## config.mk

```make
export PLATFORM = sky130hd
export DESIGN_NAME = serial_output_config_loader
export DESIGN_NICKNAME = d
export VERILOG_FILES = /design/src/hw/cfg_loader_pkg.sv /design/src/hw/cfg_shift_reg.sv /design/src/hw/fanout_select.sv /design/src/hw/serial_output_config_loader.sv
export SDC_FILE = /design/constraint.sdc
export NUM_CORES = 1
export LEC_CHECK = 0
export BUFFER_PORTS_ARGS = -buffer_cell sky130_fd_sc_hd__buf_2
export CAP_MARGIN = 40
export CORE_ASPECT_RATIO = 1.75
export CORE_MARGIN = 3
export CORE_UTILIZATION = 51
export CTS_CLUSTER_SIZE = 10
export DETAILED_ROUTE_END_ITERATION = 8
export GPL_TIMING_DRIVEN = 0
export PLACE_DENSITY_LB_ADDON = 0.12
export REMOVE_ABC_BUFFERS = 1
export SLEW_MARGIN = 20
export SYNTH_ARGS = -nofsm -noshare
export SYNTH_HDL_FRONTEND = slang
export SYNTH_SLANG_ARGS = --single-unit
```

## constraint.sdc

```tcl
create_clock -name sys_clk_i -period 1.2 [get_ports sys_clk_i]
set_input_delay 0.12 -clock sys_clk_i [delete_from_list [all_inputs] [get_ports sys_clk_i]]
set_output_delay 0.12 -clock sys_clk_i [all_outputs]
set_load 0.1 [all_outputs]
```

## src/hw/cfg_loader_pkg.sv

```systemverilog
package cfg_loader_pkg;

  // ****************************************
  // geometry
  // ****************************************
  localparam int          CFG_BITS   = 11;
  localparam int          NUM_OUT    = 10;
  localparam int          SEL_BIT    = 10;
  localparam int          CNT_W      = 4;

  // ****************************************
  // counts and reset values
  // ****************************************
  localparam logic [3:0]  FILL_COUNT = 4'hB;
  localparam logic [3:0]  CNT_RST    = 4'h0;
  localparam logic [10:0] SHIFT_RST  = 11'h000;
  localparam logic [10:0] CTRL_RST   = 11'h000;

  // ****************************************
  // sequencer states
  // ****************************************
  typedef enum logic [1:0] {
    ST_FILL,
    ST_ARMED,
    ST_LOCKED
  } seq_state_t;

  // shift stage k holds bit 10-k once full: turn stage order into bit order
  function automatic logic [10:0] stage_to_bits_fn(input logic [10:0] stages);
    logic [10:0] r;
    r = 11'h000;
    for (int i = 0; i < CFG_BITS; i++) begin
      r[i] = stages[CFG_BITS-1-i];
    end
    return r;
  endfunction : stage_to_bits_fn

  // bit n governs output 9-n
  function automatic logic [9:0] bits_to_enables_fn(input logic [10:0] bits);
    logic [9:0] r;
    r = 10'h000;
    for (int k = 0; k < NUM_OUT; k++) begin
      r[k] = bits[NUM_OUT-1-k];
    end
    return r;
  endfunction : bits_to_enables_fn

endpackage : cfg_loader_pkg

```

## src/hw/cfg_shift_reg.sv

```systemverilog
`timescale 1ns/1ps
module cfg_shift_reg
  import cfg_loader_pkg::*;
#(
  parameter int WIDTH = CFG_BITS
) (
  // clock and reset
  input  wire logic             sys_clk_i,
  input  wire logic             nrst_i,
  input  wire logic             ce_i,
  // control
  input  wire logic             clr_i,
  input  wire logic             shift_i,
  input  wire logic             din_i,
  // contents
  output logic      [WIDTH-1:0] q_o
);

  always_ff @(posedge sys_clk_i or negedge nrst_i) begin
    if (!nrst_i) begin
      q_o <= '0;
    end else if (ce_i) begin
      if (clr_i) begin
        q_o <= '0;
      end else if (shift_i) begin
        q_o <= {q_o[WIDTH-2:0], din_i};
      end
    end
  end

  property p_clear_wins;
    @(posedge sys_clk_i) disable iff (!nrst_i)
      (ce_i && clr_i) |=> (q_o == '0);
  endproperty
  a_clear_wins: assert property (p_clear_wins) else $error("shift clear lost");

endmodule : cfg_shift_reg

```

## src/hw/fanout_select.sv

```systemverilog
`timescale 1ns/1ps
module fanout_select
  import cfg_loader_pkg::*;
#(
  parameter int N = NUM_OUT
) (
  // clock and reset
  input  wire logic         sys_clk_i,
  input  wire logic         nrst_i,
  input  wire logic         ce_i,
  // effective configuration
  input  wire logic [N-1:0] enables_i,
  input  wire logic         select_i,
  // reference inputs
  input  wire logic         ref_input_a_i,
  input  wire logic         ref_input_b_i,
  // outputs
  output logic      [N-1:0] fanout_output_o,
  output logic      [N-1:0] output_enable_o,
  output logic              chosen_input_o
);

  logic chosen_input;

  assign chosen_input = select_i ? ref_input_b_i : ref_input_a_i;

  // disabled channels are held low, standing in for powered-off drivers
  always_ff @(posedge sys_clk_i or negedge nrst_i) begin
    if (!nrst_i) begin
      fanout_output_o <= '0;
      output_enable_o <= '0;
      chosen_input_o  <= 1'b0;
    end else if (ce_i) begin
      fanout_output_o <= enables_i & {N{chosen_input}};
      output_enable_o <= enables_i;
      chosen_input_o  <= select_i;
    end
  end

  property p_gate;
    @(posedge sys_clk_i) disable iff (!nrst_i)
      ce_i |=> fanout_output_o == ($past(enables_i) &
        {N{$past(select_i) ? $past(ref_input_b_i) : $past(ref_input_a_i)}});
  endproperty
  a_gate: assert property (p_gate) else $error("output gating wrong");

endmodule : fanout_select

```

## src/hw/serial_output_config_loader.sv

```systemverilog
`timescale 1ns/1ps
// Function
// - An 11-bit serial shift register feeds a separate 11-bit control register.
// - The control register enables each of ten outputs and picks one of two inputs.
// - Program enable high means programmed mode, low means standard mode.
// - In programmed mode each config clock pulse shifts the serial bit into stage 0.
// - After eleven pulses, one more programmed pulse commits to the control register.
// - Only one commit is accepted per reset; later pulses leave it unchanged.
// - A config clock pulse with enable low resets sequencer, shift and control register.
// - Bit n governs output 9-n and bit 10 is the input select.
// - A low output bit disables its output; a high one passes the selected input.
// - In standard mode all outputs are enabled and the control register is ignored.
// - In standard mode the serial pin selects the input directly.
module serial_output_config_loader
  import cfg_loader_pkg::*;
(
  // clock, reset, enable
  input  wire logic               sys_clk_i,
  input  wire logic               nrst_i,
  input  wire logic               ce_i,
  // configuration pins
  input  wire logic               config_shift_clock_i,
  input  wire logic               serial_in_i,
  input  wire logic               program_enable_i,
  // reference inputs
  input  wire logic               ref_input_a_i,
  input  wire logic               ref_input_b_i,
  // fan-out outputs and status
  output logic      [NUM_OUT-1:0] fanout_output_o,
  output logic      [NUM_OUT-1:0] output_enable_o,
  output logic                    chosen_input_o,
  output logic                    programmed_mode_o,
  output logic                    config_locked_o
);

  // ****************************************
  // config clock edge detection
  // ****************************************
  logic                  ck_prev_r;
  logic                  ck_rise;
  logic                  prog_pulse;
  logic                  reset_pulse;

  // pins are synchronous to sys_clk; one sampled rise is one pulse
  assign ck_rise     = ce_i && config_shift_clock_i && !ck_prev_r;
  assign prog_pulse  = ck_rise && program_enable_i;
  assign reset_pulse = ck_rise && !program_enable_i;

  always_ff @(posedge sys_clk_i or negedge nrst_i) begin
    if (!nrst_i) begin
      ck_prev_r <= 1'b0;
    end else if (ce_i) begin
      ck_prev_r <= config_shift_clock_i;
    end
  end

  // ****************************************
  // sequencer
  // ****************************************
  seq_state_t            state_r;
  seq_state_t            state_nxt;
  logic [CNT_W-1:0]      bit_cnt_r;
  logic [CNT_W-1:0]      bit_cnt_nxt;
  logic                  commit;

  assign commit = prog_pulse && (state_r == ST_ARMED);

  always_comb begin
    state_nxt   = state_r;
    bit_cnt_nxt = bit_cnt_r;
    if (reset_pulse) begin
      state_nxt   = ST_FILL;
      bit_cnt_nxt = CNT_RST;
    end else if (prog_pulse) begin
      unique case (state_r)
        ST_FILL: begin
          bit_cnt_nxt = bit_cnt_r + 4'h1;
          if (bit_cnt_nxt == FILL_COUNT) begin
            state_nxt = ST_ARMED;
          end
        end
        ST_ARMED: begin
          state_nxt = ST_LOCKED;
        end
        ST_LOCKED: begin
          state_nxt = ST_LOCKED;
        end
        default: begin
          state_nxt   = ST_FILL;
          bit_cnt_nxt = CNT_RST;
        end
      endcase
    end
  end

  always_ff @(posedge sys_clk_i or negedge nrst_i) begin
    if (!nrst_i) begin
      state_r   <= ST_FILL;
      bit_cnt_r <= CNT_RST;
    end else if (ce_i) begin
      state_r   <= state_nxt;
      bit_cnt_r <= bit_cnt_nxt;
    end
  end

  // ****************************************
  // shift register
  // ****************************************
  logic [CFG_BITS-1:0]   shift_q;

  // the commit pulse shifts too; the commit takes contents from before that edge
  cfg_shift_reg #(
    .WIDTH (CFG_BITS)
  ) u_shift (
    .sys_clk_i (sys_clk_i),
    .nrst_i    (nrst_i),
    .ce_i      (ce_i),
    .clr_i     (reset_pulse),
    .shift_i   (prog_pulse),
    .din_i     (serial_in_i),
    .q_o       (shift_q)
  );

  // ****************************************
  // control register
  // ****************************************
  logic [CFG_BITS-1:0]   ctrl_r;

  // stored in bit order: ctrl_r[n] is configuration bit n
  always_ff @(posedge sys_clk_i or negedge nrst_i) begin
    if (!nrst_i) begin
      ctrl_r <= CTRL_RST;
    end else if (ce_i) begin
      if (reset_pulse) begin
        ctrl_r <= CTRL_RST;
      end else if (commit) begin
        ctrl_r <= stage_to_bits_fn(shift_q);
      end
    end
  end

  // ****************************************
  // effective configuration
  // ****************************************
  logic [NUM_OUT-1:0]    eff_enables;
  logic                  eff_select;

  // standard mode bypasses the control register entirely
  assign eff_enables = program_enable_i ? bits_to_enables_fn(ctrl_r) : '1;
  assign eff_select  = program_enable_i ? ctrl_r[SEL_BIT] : serial_in_i;

  fanout_select #(
    .N (NUM_OUT)
  ) u_fanout (
    .sys_clk_i       (sys_clk_i),
    .nrst_i          (nrst_i),
    .ce_i            (ce_i),
    .enables_i       (eff_enables),
    .select_i        (eff_select),
    .ref_input_a_i   (ref_input_a_i),
    .ref_input_b_i   (ref_input_b_i),
    .fanout_output_o (fanout_output_o),
    .output_enable_o (output_enable_o),
    .chosen_input_o  (chosen_input_o)
  );

  // ****************************************
  // status
  // ****************************************
  always_ff @(posedge sys_clk_i or negedge nrst_i) begin
    if (!nrst_i) begin
      programmed_mode_o <= 1'b0;
      config_locked_o   <= 1'b0;
    end else if (ce_i) begin
      programmed_mode_o <= program_enable_i;
      config_locked_o   <= (state_nxt == ST_LOCKED);
    end
  end

  // ****************************************
  // assertions
  // ****************************************
  property p_shift_first;
    @(posedge sys_clk_i) disable iff (!nrst_i)
      prog_pulse |=> (shift_q[0] == $past(serial_in_i));
  endproperty
  a_shift_first: assert property (p_shift_first) else $error("stage 0 missed bit");

  property p_shift_move;
    @(posedge sys_clk_i) disable iff (!nrst_i)
      prog_pulse |=> (shift_q[CFG_BITS-1:1] == $past(shift_q[CFG_BITS-2:0]));
  endproperty
  a_shift_move: assert property (p_shift_move) else $error("stages did not move");

  property p_commit;
    @(posedge sys_clk_i) disable iff (!nrst_i)
      (prog_pulse && state_r == ST_ARMED)
        |=> (ctrl_r == stage_to_bits_fn($past(shift_q))) && (state_r == ST_LOCKED);
  endproperty
  a_commit: assert property (p_commit) else $error("commit not taken");

  property p_armed_count;
    @(posedge sys_clk_i) disable iff (!nrst_i)
      (state_r == ST_ARMED) |-> (bit_cnt_r == FILL_COUNT);
  endproperty
  a_armed_count: assert property (p_armed_count) else $error("armed before eleven bits");

  property p_locked;
    @(posedge sys_clk_i) disable iff (!nrst_i)
      (state_r == ST_LOCKED && !reset_pulse) |=> $stable(ctrl_r) && (state_r == ST_LOCKED);
  endproperty
  a_locked: assert property (p_locked) else $error("second commit taken");

  property p_reset_pulse;
    @(posedge sys_clk_i) disable iff (!nrst_i)
      reset_pulse |=> (shift_q == SHIFT_RST) && (ctrl_r == CTRL_RST)
        && (state_r == ST_FILL) && (bit_cnt_r == CNT_RST);
  endproperty
  a_reset_pulse: assert property (p_reset_pulse) else $error("reset pulse ignored");

  property p_precommit;
    @(posedge sys_clk_i) disable iff (!nrst_i)
      (state_r != ST_LOCKED) |-> (ctrl_r == CTRL_RST);
  endproperty
  a_precommit: assert property (p_precommit) else $error("control changed early");

  property p_mode;
    @(posedge sys_clk_i) disable iff (!nrst_i)
      ce_i |=> (programmed_mode_o == $past(program_enable_i));
  endproperty
  a_mode: assert property (p_mode) else $error("mode flag wrong");

  property p_std_all_on;
    @(posedge sys_clk_i) disable iff (!nrst_i)
      (ce_i && !program_enable_i) |=> (output_enable_o == '1);
  endproperty
  a_std_all_on: assert property (p_std_all_on) else $error("standard mode output off");

  property p_std_select;
    @(posedge sys_clk_i) disable iff (!nrst_i)
      (ce_i && !program_enable_i) |=> (chosen_input_o == $past(serial_in_i));
  endproperty
  a_std_select: assert property (p_std_select) else $error("serial pin not selecting");

  property p_prog_map;
    @(posedge sys_clk_i) disable iff (!nrst_i)
      (ce_i && program_enable_i) |=> (output_enable_o == bits_to_enables_fn($past(ctrl_r)))
        && (chosen_input_o == $past(ctrl_r[SEL_BIT]));
  endproperty
  a_prog_map: assert property (p_prog_map) else $error("bit to output map wrong");

  property p_locked_flag;
    @(posedge sys_clk_i) disable iff (!nrst_i)
      config_locked_o == (state_r == ST_LOCKED);
  endproperty
  a_locked_flag: assert property (p_locked_flag) else $error("lock flag off state");

  property p_idle_shift;
    @(posedge sys_clk_i) disable iff (!nrst_i)
      (!prog_pulse && !reset_pulse) |=> $stable(shift_q);
  endproperty
  a_idle_shift: assert property (p_idle_shift) else $error("shift without rise");

  property p_fill_count;
    @(posedge sys_clk_i) disable iff (!nrst_i)
      (prog_pulse && state_r == ST_FILL) |=> (bit_cnt_r == $past(bit_cnt_r) + 4'h1);
  endproperty
  a_fill_count: assert property (p_fill_count) else $error("bit count skipped");

  property p_cnt_bound;
    @(posedge sys_clk_i) disable iff (!nrst_i)
      (bit_cnt_r <= FILL_COUNT);
  endproperty
  a_cnt_bound: assert property (p_cnt_bound) else $error("bit count overran");

  property p_early_commit;
    @(posedge sys_clk_i) disable iff (!nrst_i)
      (prog_pulse && state_r == ST_FILL) |=> (ctrl_r == CTRL_RST) && !config_locked_o;
  endproperty
  a_early_commit: assert property (p_early_commit) else $error("early commit");

  property p_armed_wait;
    @(posedge sys_clk_i) disable iff (!nrst_i)
      (state_r == ST_ARMED && !prog_pulse && !reset_pulse) |=> (state_r == ST_ARMED);
  endproperty
  a_armed_wait: assert property (p_armed_wait) else $error("armed state lost");

  property p_commit_once;
    @(posedge sys_clk_i) disable iff (!nrst_i)
      (prog_pulse && state_r == ST_LOCKED) |=> (state_r == ST_LOCKED) && config_locked_o;
  endproperty
  a_commit_once: assert property (p_commit_once) else $error("lock reopened");

  // standard mode: whole bank follows the pin-selected input
  property p_std_fanout;
    @(posedge sys_clk_i) disable iff (!nrst_i)
      (ce_i && !program_enable_i) |=> fanout_output_o ==
        {NUM_OUT{$past(serial_in_i) ? $past(ref_input_b_i) : $past(ref_input_a_i)}};
  endproperty
  a_std_fanout: assert property (p_std_fanout) else $error("standard fanout wrong");

  property p_prog_fanout;
    @(posedge sys_clk_i) disable iff (!nrst_i)
      (ce_i && program_enable_i) |=> fanout_output_o == (bits_to_enables_fn($past(ctrl_r))
        & {NUM_OUT{$past(ctrl_r[SEL_BIT]) ? $past(ref_input_b_i) : $past(ref_input_a_i)}});
  endproperty
  a_prog_fanout: assert property (p_prog_fanout) else $error("programmed fanout wrong");

  // a frozen block must not see a pin rise, or a bit would be lost
  property p_freeze;
    @(posedge sys_clk_i) disable iff (!nrst_i)
      !ce_i |=> $stable(ctrl_r) && $stable(shift_q) && $stable(state_r)
        && $stable(bit_cnt_r) && $stable(fanout_output_o);
  endproperty
  a_freeze: assert property (p_freeze) else $error("state moved while frozen");

endmodule : serial_output_config_loader

```

== Word-level counts from Yosys, hierarchy flattened ==
Index checks and enable logic that the tools add are counted.
Word-level totals
  output and inout port bits: 23
  register bits: 52
  logic and storage cells: 45
  input port bits: 8
Operators by class
  reduce and logical (&&, ||, !) cells: 14
  equality and inequality tests: 5
  bitwise operators: 1
  add/subtract/negate cells: 1
  multiplexer cells: 14
Operator list (count)
  $mux 11: 4
  $and 10x10->10: 1
  $mux 10: 1
  $mux 4: 2
  $pmux 4 s2: 1
  $mux 2: 3
  $logic_and 1x1->1: 5
  $add 4x1->4 const B: 1
  $eq 2x2->1 const B: 2
  $eq 4x4->1 const B: 1
  $pmux 2 s2: 1
  $reduce_and 2->1: 2
  $reduce_bool 2->1: 2
  $reduce_and 3->1: 1
  $eq 2x1->1 const B: 1
  $logic_not 1->1: 2
  $logic_not 2->1: 1
  $mux 1: 2
  $ne 2x1->1 const B: 1
  $reduce_or 2->1: 1

== Logic depth before layout (Yosys ltp) ==
  depth after elaboration: 7
  depth in mapped cells: 6
  depth with buffers taken out: 6

== Hierarchy ==
From an unflattened synthesis, not the netlist that was laid out.
Second synthesis, totals
  cells, all modules: 232
  area, all modules: 2497.4 µm²
Modules (own cells, without submodules)
  serial_output_config_loader: seq. area each 500.5 µm², times used 1, cells each 96, area an instance 1061.0 µm²
  fanout_select: seq. area each 525.5 µm², times used 1, cells each 76, area an instance 798.3 µm²
  cfg_shift_reg: seq. area each 275.3 µm², times used 1, cells each 60, area an instance 638.1 µm²

== Least setup slack after synthesis ==
OpenSTA, ideal clock, no wires.
  path kind: reg2reg
  from: register state_r[1]
  to: register ctrl_r[10]
  required time: 1.117 ns
  clock period less this slack: 1.278 ns
  buffers on the path: 2
  slack: -0.078 ns
  arrival time: 1.195 ns
  library setup time: 0.083 ns
  stages on the path, launching flop included: 7
  cell sequence: dfrtp_1 -> inv_1 -> ha_1 -> buf_2 -> buf_2 -> a31oi_1 -> o21ai_0
Between the ends
  word-level cells in the longest chain between the ends: 4
Ends and longest elaborated chain
  from (decl): line serial_output_config_loader.sv:60  | seq_state_t state_r;
  from (signal assigned): line serial_output_config_loader.sv:101  | state_r <= state_nxt;
  $eq 2x1->1: line serial_output_config_loader.sv:66  | assign commit = prog_pulse && (state_r == ST_ARMED);
  $logic_and 1x1->1: line serial_output_config_loader.sv:66
  $reduce_bool 2->1 (no source line)
  $reduce_and 2->1 (no source line)
  to (signal assigned): line serial_output_config_loader.sv:137  | ctrl_r <= stage_to_bits_fn(shift_q);
  to (decl): line serial_output_config_loader.sv:127  | logic [CFG_BITS-1:0] ctrl_r;
Every way passes these cells.
A chain may end at the register's enable or synchronous reset.

== Worst setup path after layout ==
  from: register state_r[1]
  to: register config_locked_o
Between the ends
  word-level cells in the longest chain between the ends: 6
  elaborated cells between the ends (all ways): 9
  classes of those cells: eq/ne: 3; mux: 4; reduce/logical: 2
Ends and longest elaborated chain
  $eq 2x1->1 / $eq 2x2->1 (equally long branches): line serial_output_config_loader.sv:75  | unique case (state_r)
  $reduce_or 2->1 (no source line)
  $pmux 2 s2: line serial_output_config_loader.sv:75
  $mux 2 (*): line serial_output_config_loader.sv:74  | end else if (prog_pulse) begin
  $mux 2 (*): line serial_output_config_loader.sv:71  | if (reset_pulse) begin
  $eq 2x2->1 (*): line serial_output_config_loader.sv:176  | config_locked_o <= (state_nxt == ST_LOCKED);
  to (signal assigned): line serial_output_config_loader.sv:176
  to (decl): line serial_output_config_loader.sv:33  | output logic config_locked_o
Every way passes the cells marked *; elsewhere a longest branch is shown, timed or not.

==> reports/qor.yml <==
row_count: 32
antenna_left: 0
min_path_cells: 3
clk_latency_ps: 300
drc: 0
fill_cells: 357
vdd_drop_max_mv: 1.75
viasPerCell: 5.48
outcome: "finished with violations"
max_slew_margin_pct: 55.5
area_growth_pct: 32.1
io_buffers: 30
seqCellArea_um2: 1300
cts_buffers: 5
h-tree-depth: 2
hold_violations: 0
setup_viol: 33
fin_ws_ps: -176
holdCritPathClass: "input port to flop"
synth_warnings: 0
cts_tree: "done"
reg2reg_slack_ps: -180
die_w_um: 57.3
grt_max_degree: 53
nets: 306
grt_pass1_wl_um: 8770
p_per_area_nw_per_um2: 1900
fmax_mhz: 727
grt_overflow: 0
antenna_found_initial: 0
wl_per_cell_um: 15.7
finalCritPeriodShare_pct: 115
drt-initial-drc-count: 47
r2r_end: "config_locked_o$_DFFE_PN0P_"
antenna_cells: 0
synth_cell_types: 31
ys_ff_latch: 52
start_kind: "flop"
initial_utilization_pct: 52.9
synth_seq_area_share_pct: 55.3
violations: "setup timing"
worstHoldStart: "serial_in_i"
hold_end: "u_shift.q_o[0]$_DFFE_PN0P_"
rsz0062_at_grt: "true"
syn_avg_cell_area_um2: 9.60
clock_skew_ps: 1.74
ios: 31
root_buffer: "clkbuf_8"
cp.required_ps: 1420
syn_area_um2: 2350
grt_pass1_vias: 1808
worstMarginPinSlew_ps: 667
drv_slew: 0
final_layout_size_suffix_gt1_share_pct: 31.2
path_class: "flop to flop"
clockBufferDepth: 2
cp_max_fo: 6
gp_congestion: 0.699
routed_wirelength_um: 5450
clkSinkCount: 52
utilization_pct: 69.9
synth_cells: 245
worst_r2r_path_depth: 6
crit_arrival_ps: 1600
p_leak_nw: 1.46
critPathCaptureType: "flop"
grt_use_total_pct: 20.6
die_y_um: 95.8
multi_input_area_um2: 1020
drv_cap: 0
r2r-start: "state_r[1]$_DFFE_PN0P_"
clk_pin_slew_ps: 90
setup_tns_ps: -3370
min_period_ps: 1380
dieArea_um2: 5490
firstDrtPassIters: 4
fp.coreArea_um2: 4440
vias: 1897
dp_hpwl_um: 2750
-- state kept, by name (all words and copies together), names as in the netlist --
signal and count:
ck_prev_r 1, ctrl_r 11, state_r 2, u_shift.q_o 11, u_fanout.chosen_input_o 1, bit_cnt_r 4
programmed_mode_o 1, config_locked_o 1, u_fanout.output_enable_o 10, u_fanout.fanout_output_o 10
-- logic make-up after synthesis --
kind of cell,Yosys count,synth area share [%]
simple gates,73,14.8
compound gates,69,16.5
flops,52,55.3
buf+inv,41,7.55
mux,5,3.30
fa+ha+maj,4,2.13
xor+xnor,1,0.372
-- critical path, stage by stage, from the launching register on --
cell and delay (ps):
dfrtp_1 400, inv_2 100, ha_4 310, nand2_2 60, mux2i_1 150, o211ai_1 120, o22ai_1 160
-- cell usage in the layout (no fill, tap or decap), drive strengths merged --
| master | synthesis | layout |
|---|---|---|
| nor3b | 1 | 1 |
| clkbuf | 5 | 15 |
| o22ai | 11 | 11 |
| clkinvlp | 0 | 2 |
| inv | 25 | 24 |
| bufinv | 0 | 1 |
| nor2b | 12 | 12 |
| nand4 | 1 | 1 |
| nand2 | 39 | 39 |
| o21ai | 39 | 39 |
| dfrtp | 52 | 52 |
| a31oi | 10 | 10 |
| xnor2 | 1 | 1 |
| nand3 | 11 | 11 |
| o211ai | 1 | 1 |
| nor4 | 1 | 1 |
| clkinv | 0 | 1 |
| ha | 4 | 4 |
| mux2 | 2 | 2 |
| a2bb2oi | 1 | 1 |
| a21o | 1 | 1 |
| and3b | 1 | 3 |
| nor2 | 1 | 1 |
| buf | 11 | 45 |
| dlygate4sd3 | 0 | 1 |
| a21oi | 4 | 4 |
| a22o | 2 | 2 |
| mux2i | 3 | 3 |
| nand3b | 2 | 2 |
| nand2b | 4 | 4 |
-- layer usage --
layer / track usage, % / up-vias / share of wire (%)
met5: 0 / - / 0
met4: 6.58 / 0 / 3.1
met3: 2.82 / 13 / 3.1
met2: 37.8 / 47 / 54
met1: 24.6 / 907 / 40
li1: - / 930 / -
-- cells in the mapped netlist --
cell type	count	area share, %
nand2b_1	4	1.1
o21ai_0	35	7.4
and3b_1	1	0.37
buf_4	2	0.64
o211ai_1	1	0.32
o21ai_1	4	0.85
nor2b_1	12	3.2
buf_2	7	1.5
nor2_1	1	0.16
nand3_1	11	2.3
mux2i_1	1	0.43
xnor2_1	1	0.37
a21oi_1	4	0.85
a2bb2oi_1	1	0.37
nand3b_1	2	0.64
a21o_1	1	0.32
o22ai_1	11	2.9
nand4_1	1	0.27
mux2i_4	2	1.9
nor3b_1	1	0.32
dfrtp_1	52	55
buf_6	1	0.48
inv_1	25	4.0
a22o_1	2	0.74
clkbuf_1	5	0.80
ha_1	4	2.1
mux2_2	2	0.96
nor4_1	1	0.27
nand2_1	39	6.2
a31oi_1	10	2.7
buf_1	1	0.16
-- power by group --
| group | internal [mW] | total (mW) | switching (mW) |
|---|---|---|---|
| clock | 0.619 | 1.18 | 0.559 |
| sequential | 2.02 | 2.22 | 0.203 |
| combinational | 0.922 | 2.49 | 1.57 |
| total | 3.56 | 5.89 | 2.33 |
-- through the flow --
step           hold WS, ps  std cells  power [mW]  cell area, um^2  worst slack (ps)
2_1_floorplan         -176        229        3.69             2270              -436
3_3_place_gp           390        310        4.02             2480             -1290
3_5_place_dp           196        311        4.06             2500              -964
4_1_cts               78.9        342        5.74             2990              -137
5_1_grt                101        346        6.17             3110              -212
6_report              79.6        346        5.89             3110              -176
-- how the worst max path moves through the flow --
stage                                 startpoint                     endpoint  slack (ps)  depth (start not counted)
final                     state_r[1]$_DFFE_PN0P_  config_locked_o$_DFFE_PN0P_        -180                          6
after global placement                      ce_i  config_locked_o$_DFFE_PN0P_       -1290                          5
after floorplan            ck_prev_r$_DFFE_PN0P_  config_locked_o$_DFFE_PN0P_        -440                          4
after detailed placement                    ce_i  config_locked_o$_DFFE_PN0P_        -960                          5
after global routing      state_r[1]$_DFFE_PN0P_     bit_cnt_r[3]$_DFFE_PN0P_        -210                          6
after CTS                 state_r[1]$_DFFE_PN0P_     bit_cnt_r[1]$_DFFE_PN0P_        -140                          5
-- timing repair --
action / in CTS / in global routing
gates resized for setup: 59 / 29
buffers inserted: 17 / 4
pin swaps: 13 / 10
endpoints found under the setup margin: 55 / 56
hold endpoints to repair: 52 / 0
cloned: 5 / 2
hold buffers: 1 / 0
-- cell type report --
| class | instances | share of cell area [%] |
|---|---|---|
| well taps | 51 | 2.05 |
| inverters | 25 | 3.14 |
| clock buffers | 6 | 2.34 |
| repair buffers | 55 | 16.3 |
| flip-flops and latches | 52 | 41.9 |
| clock inverters | 2 | 1.13 |
| multi-input cells | 154 | 33.0 |
| repair inverters | 1 | 0.161 |
No activity file was read; power rests on OpenSTA's default activity.
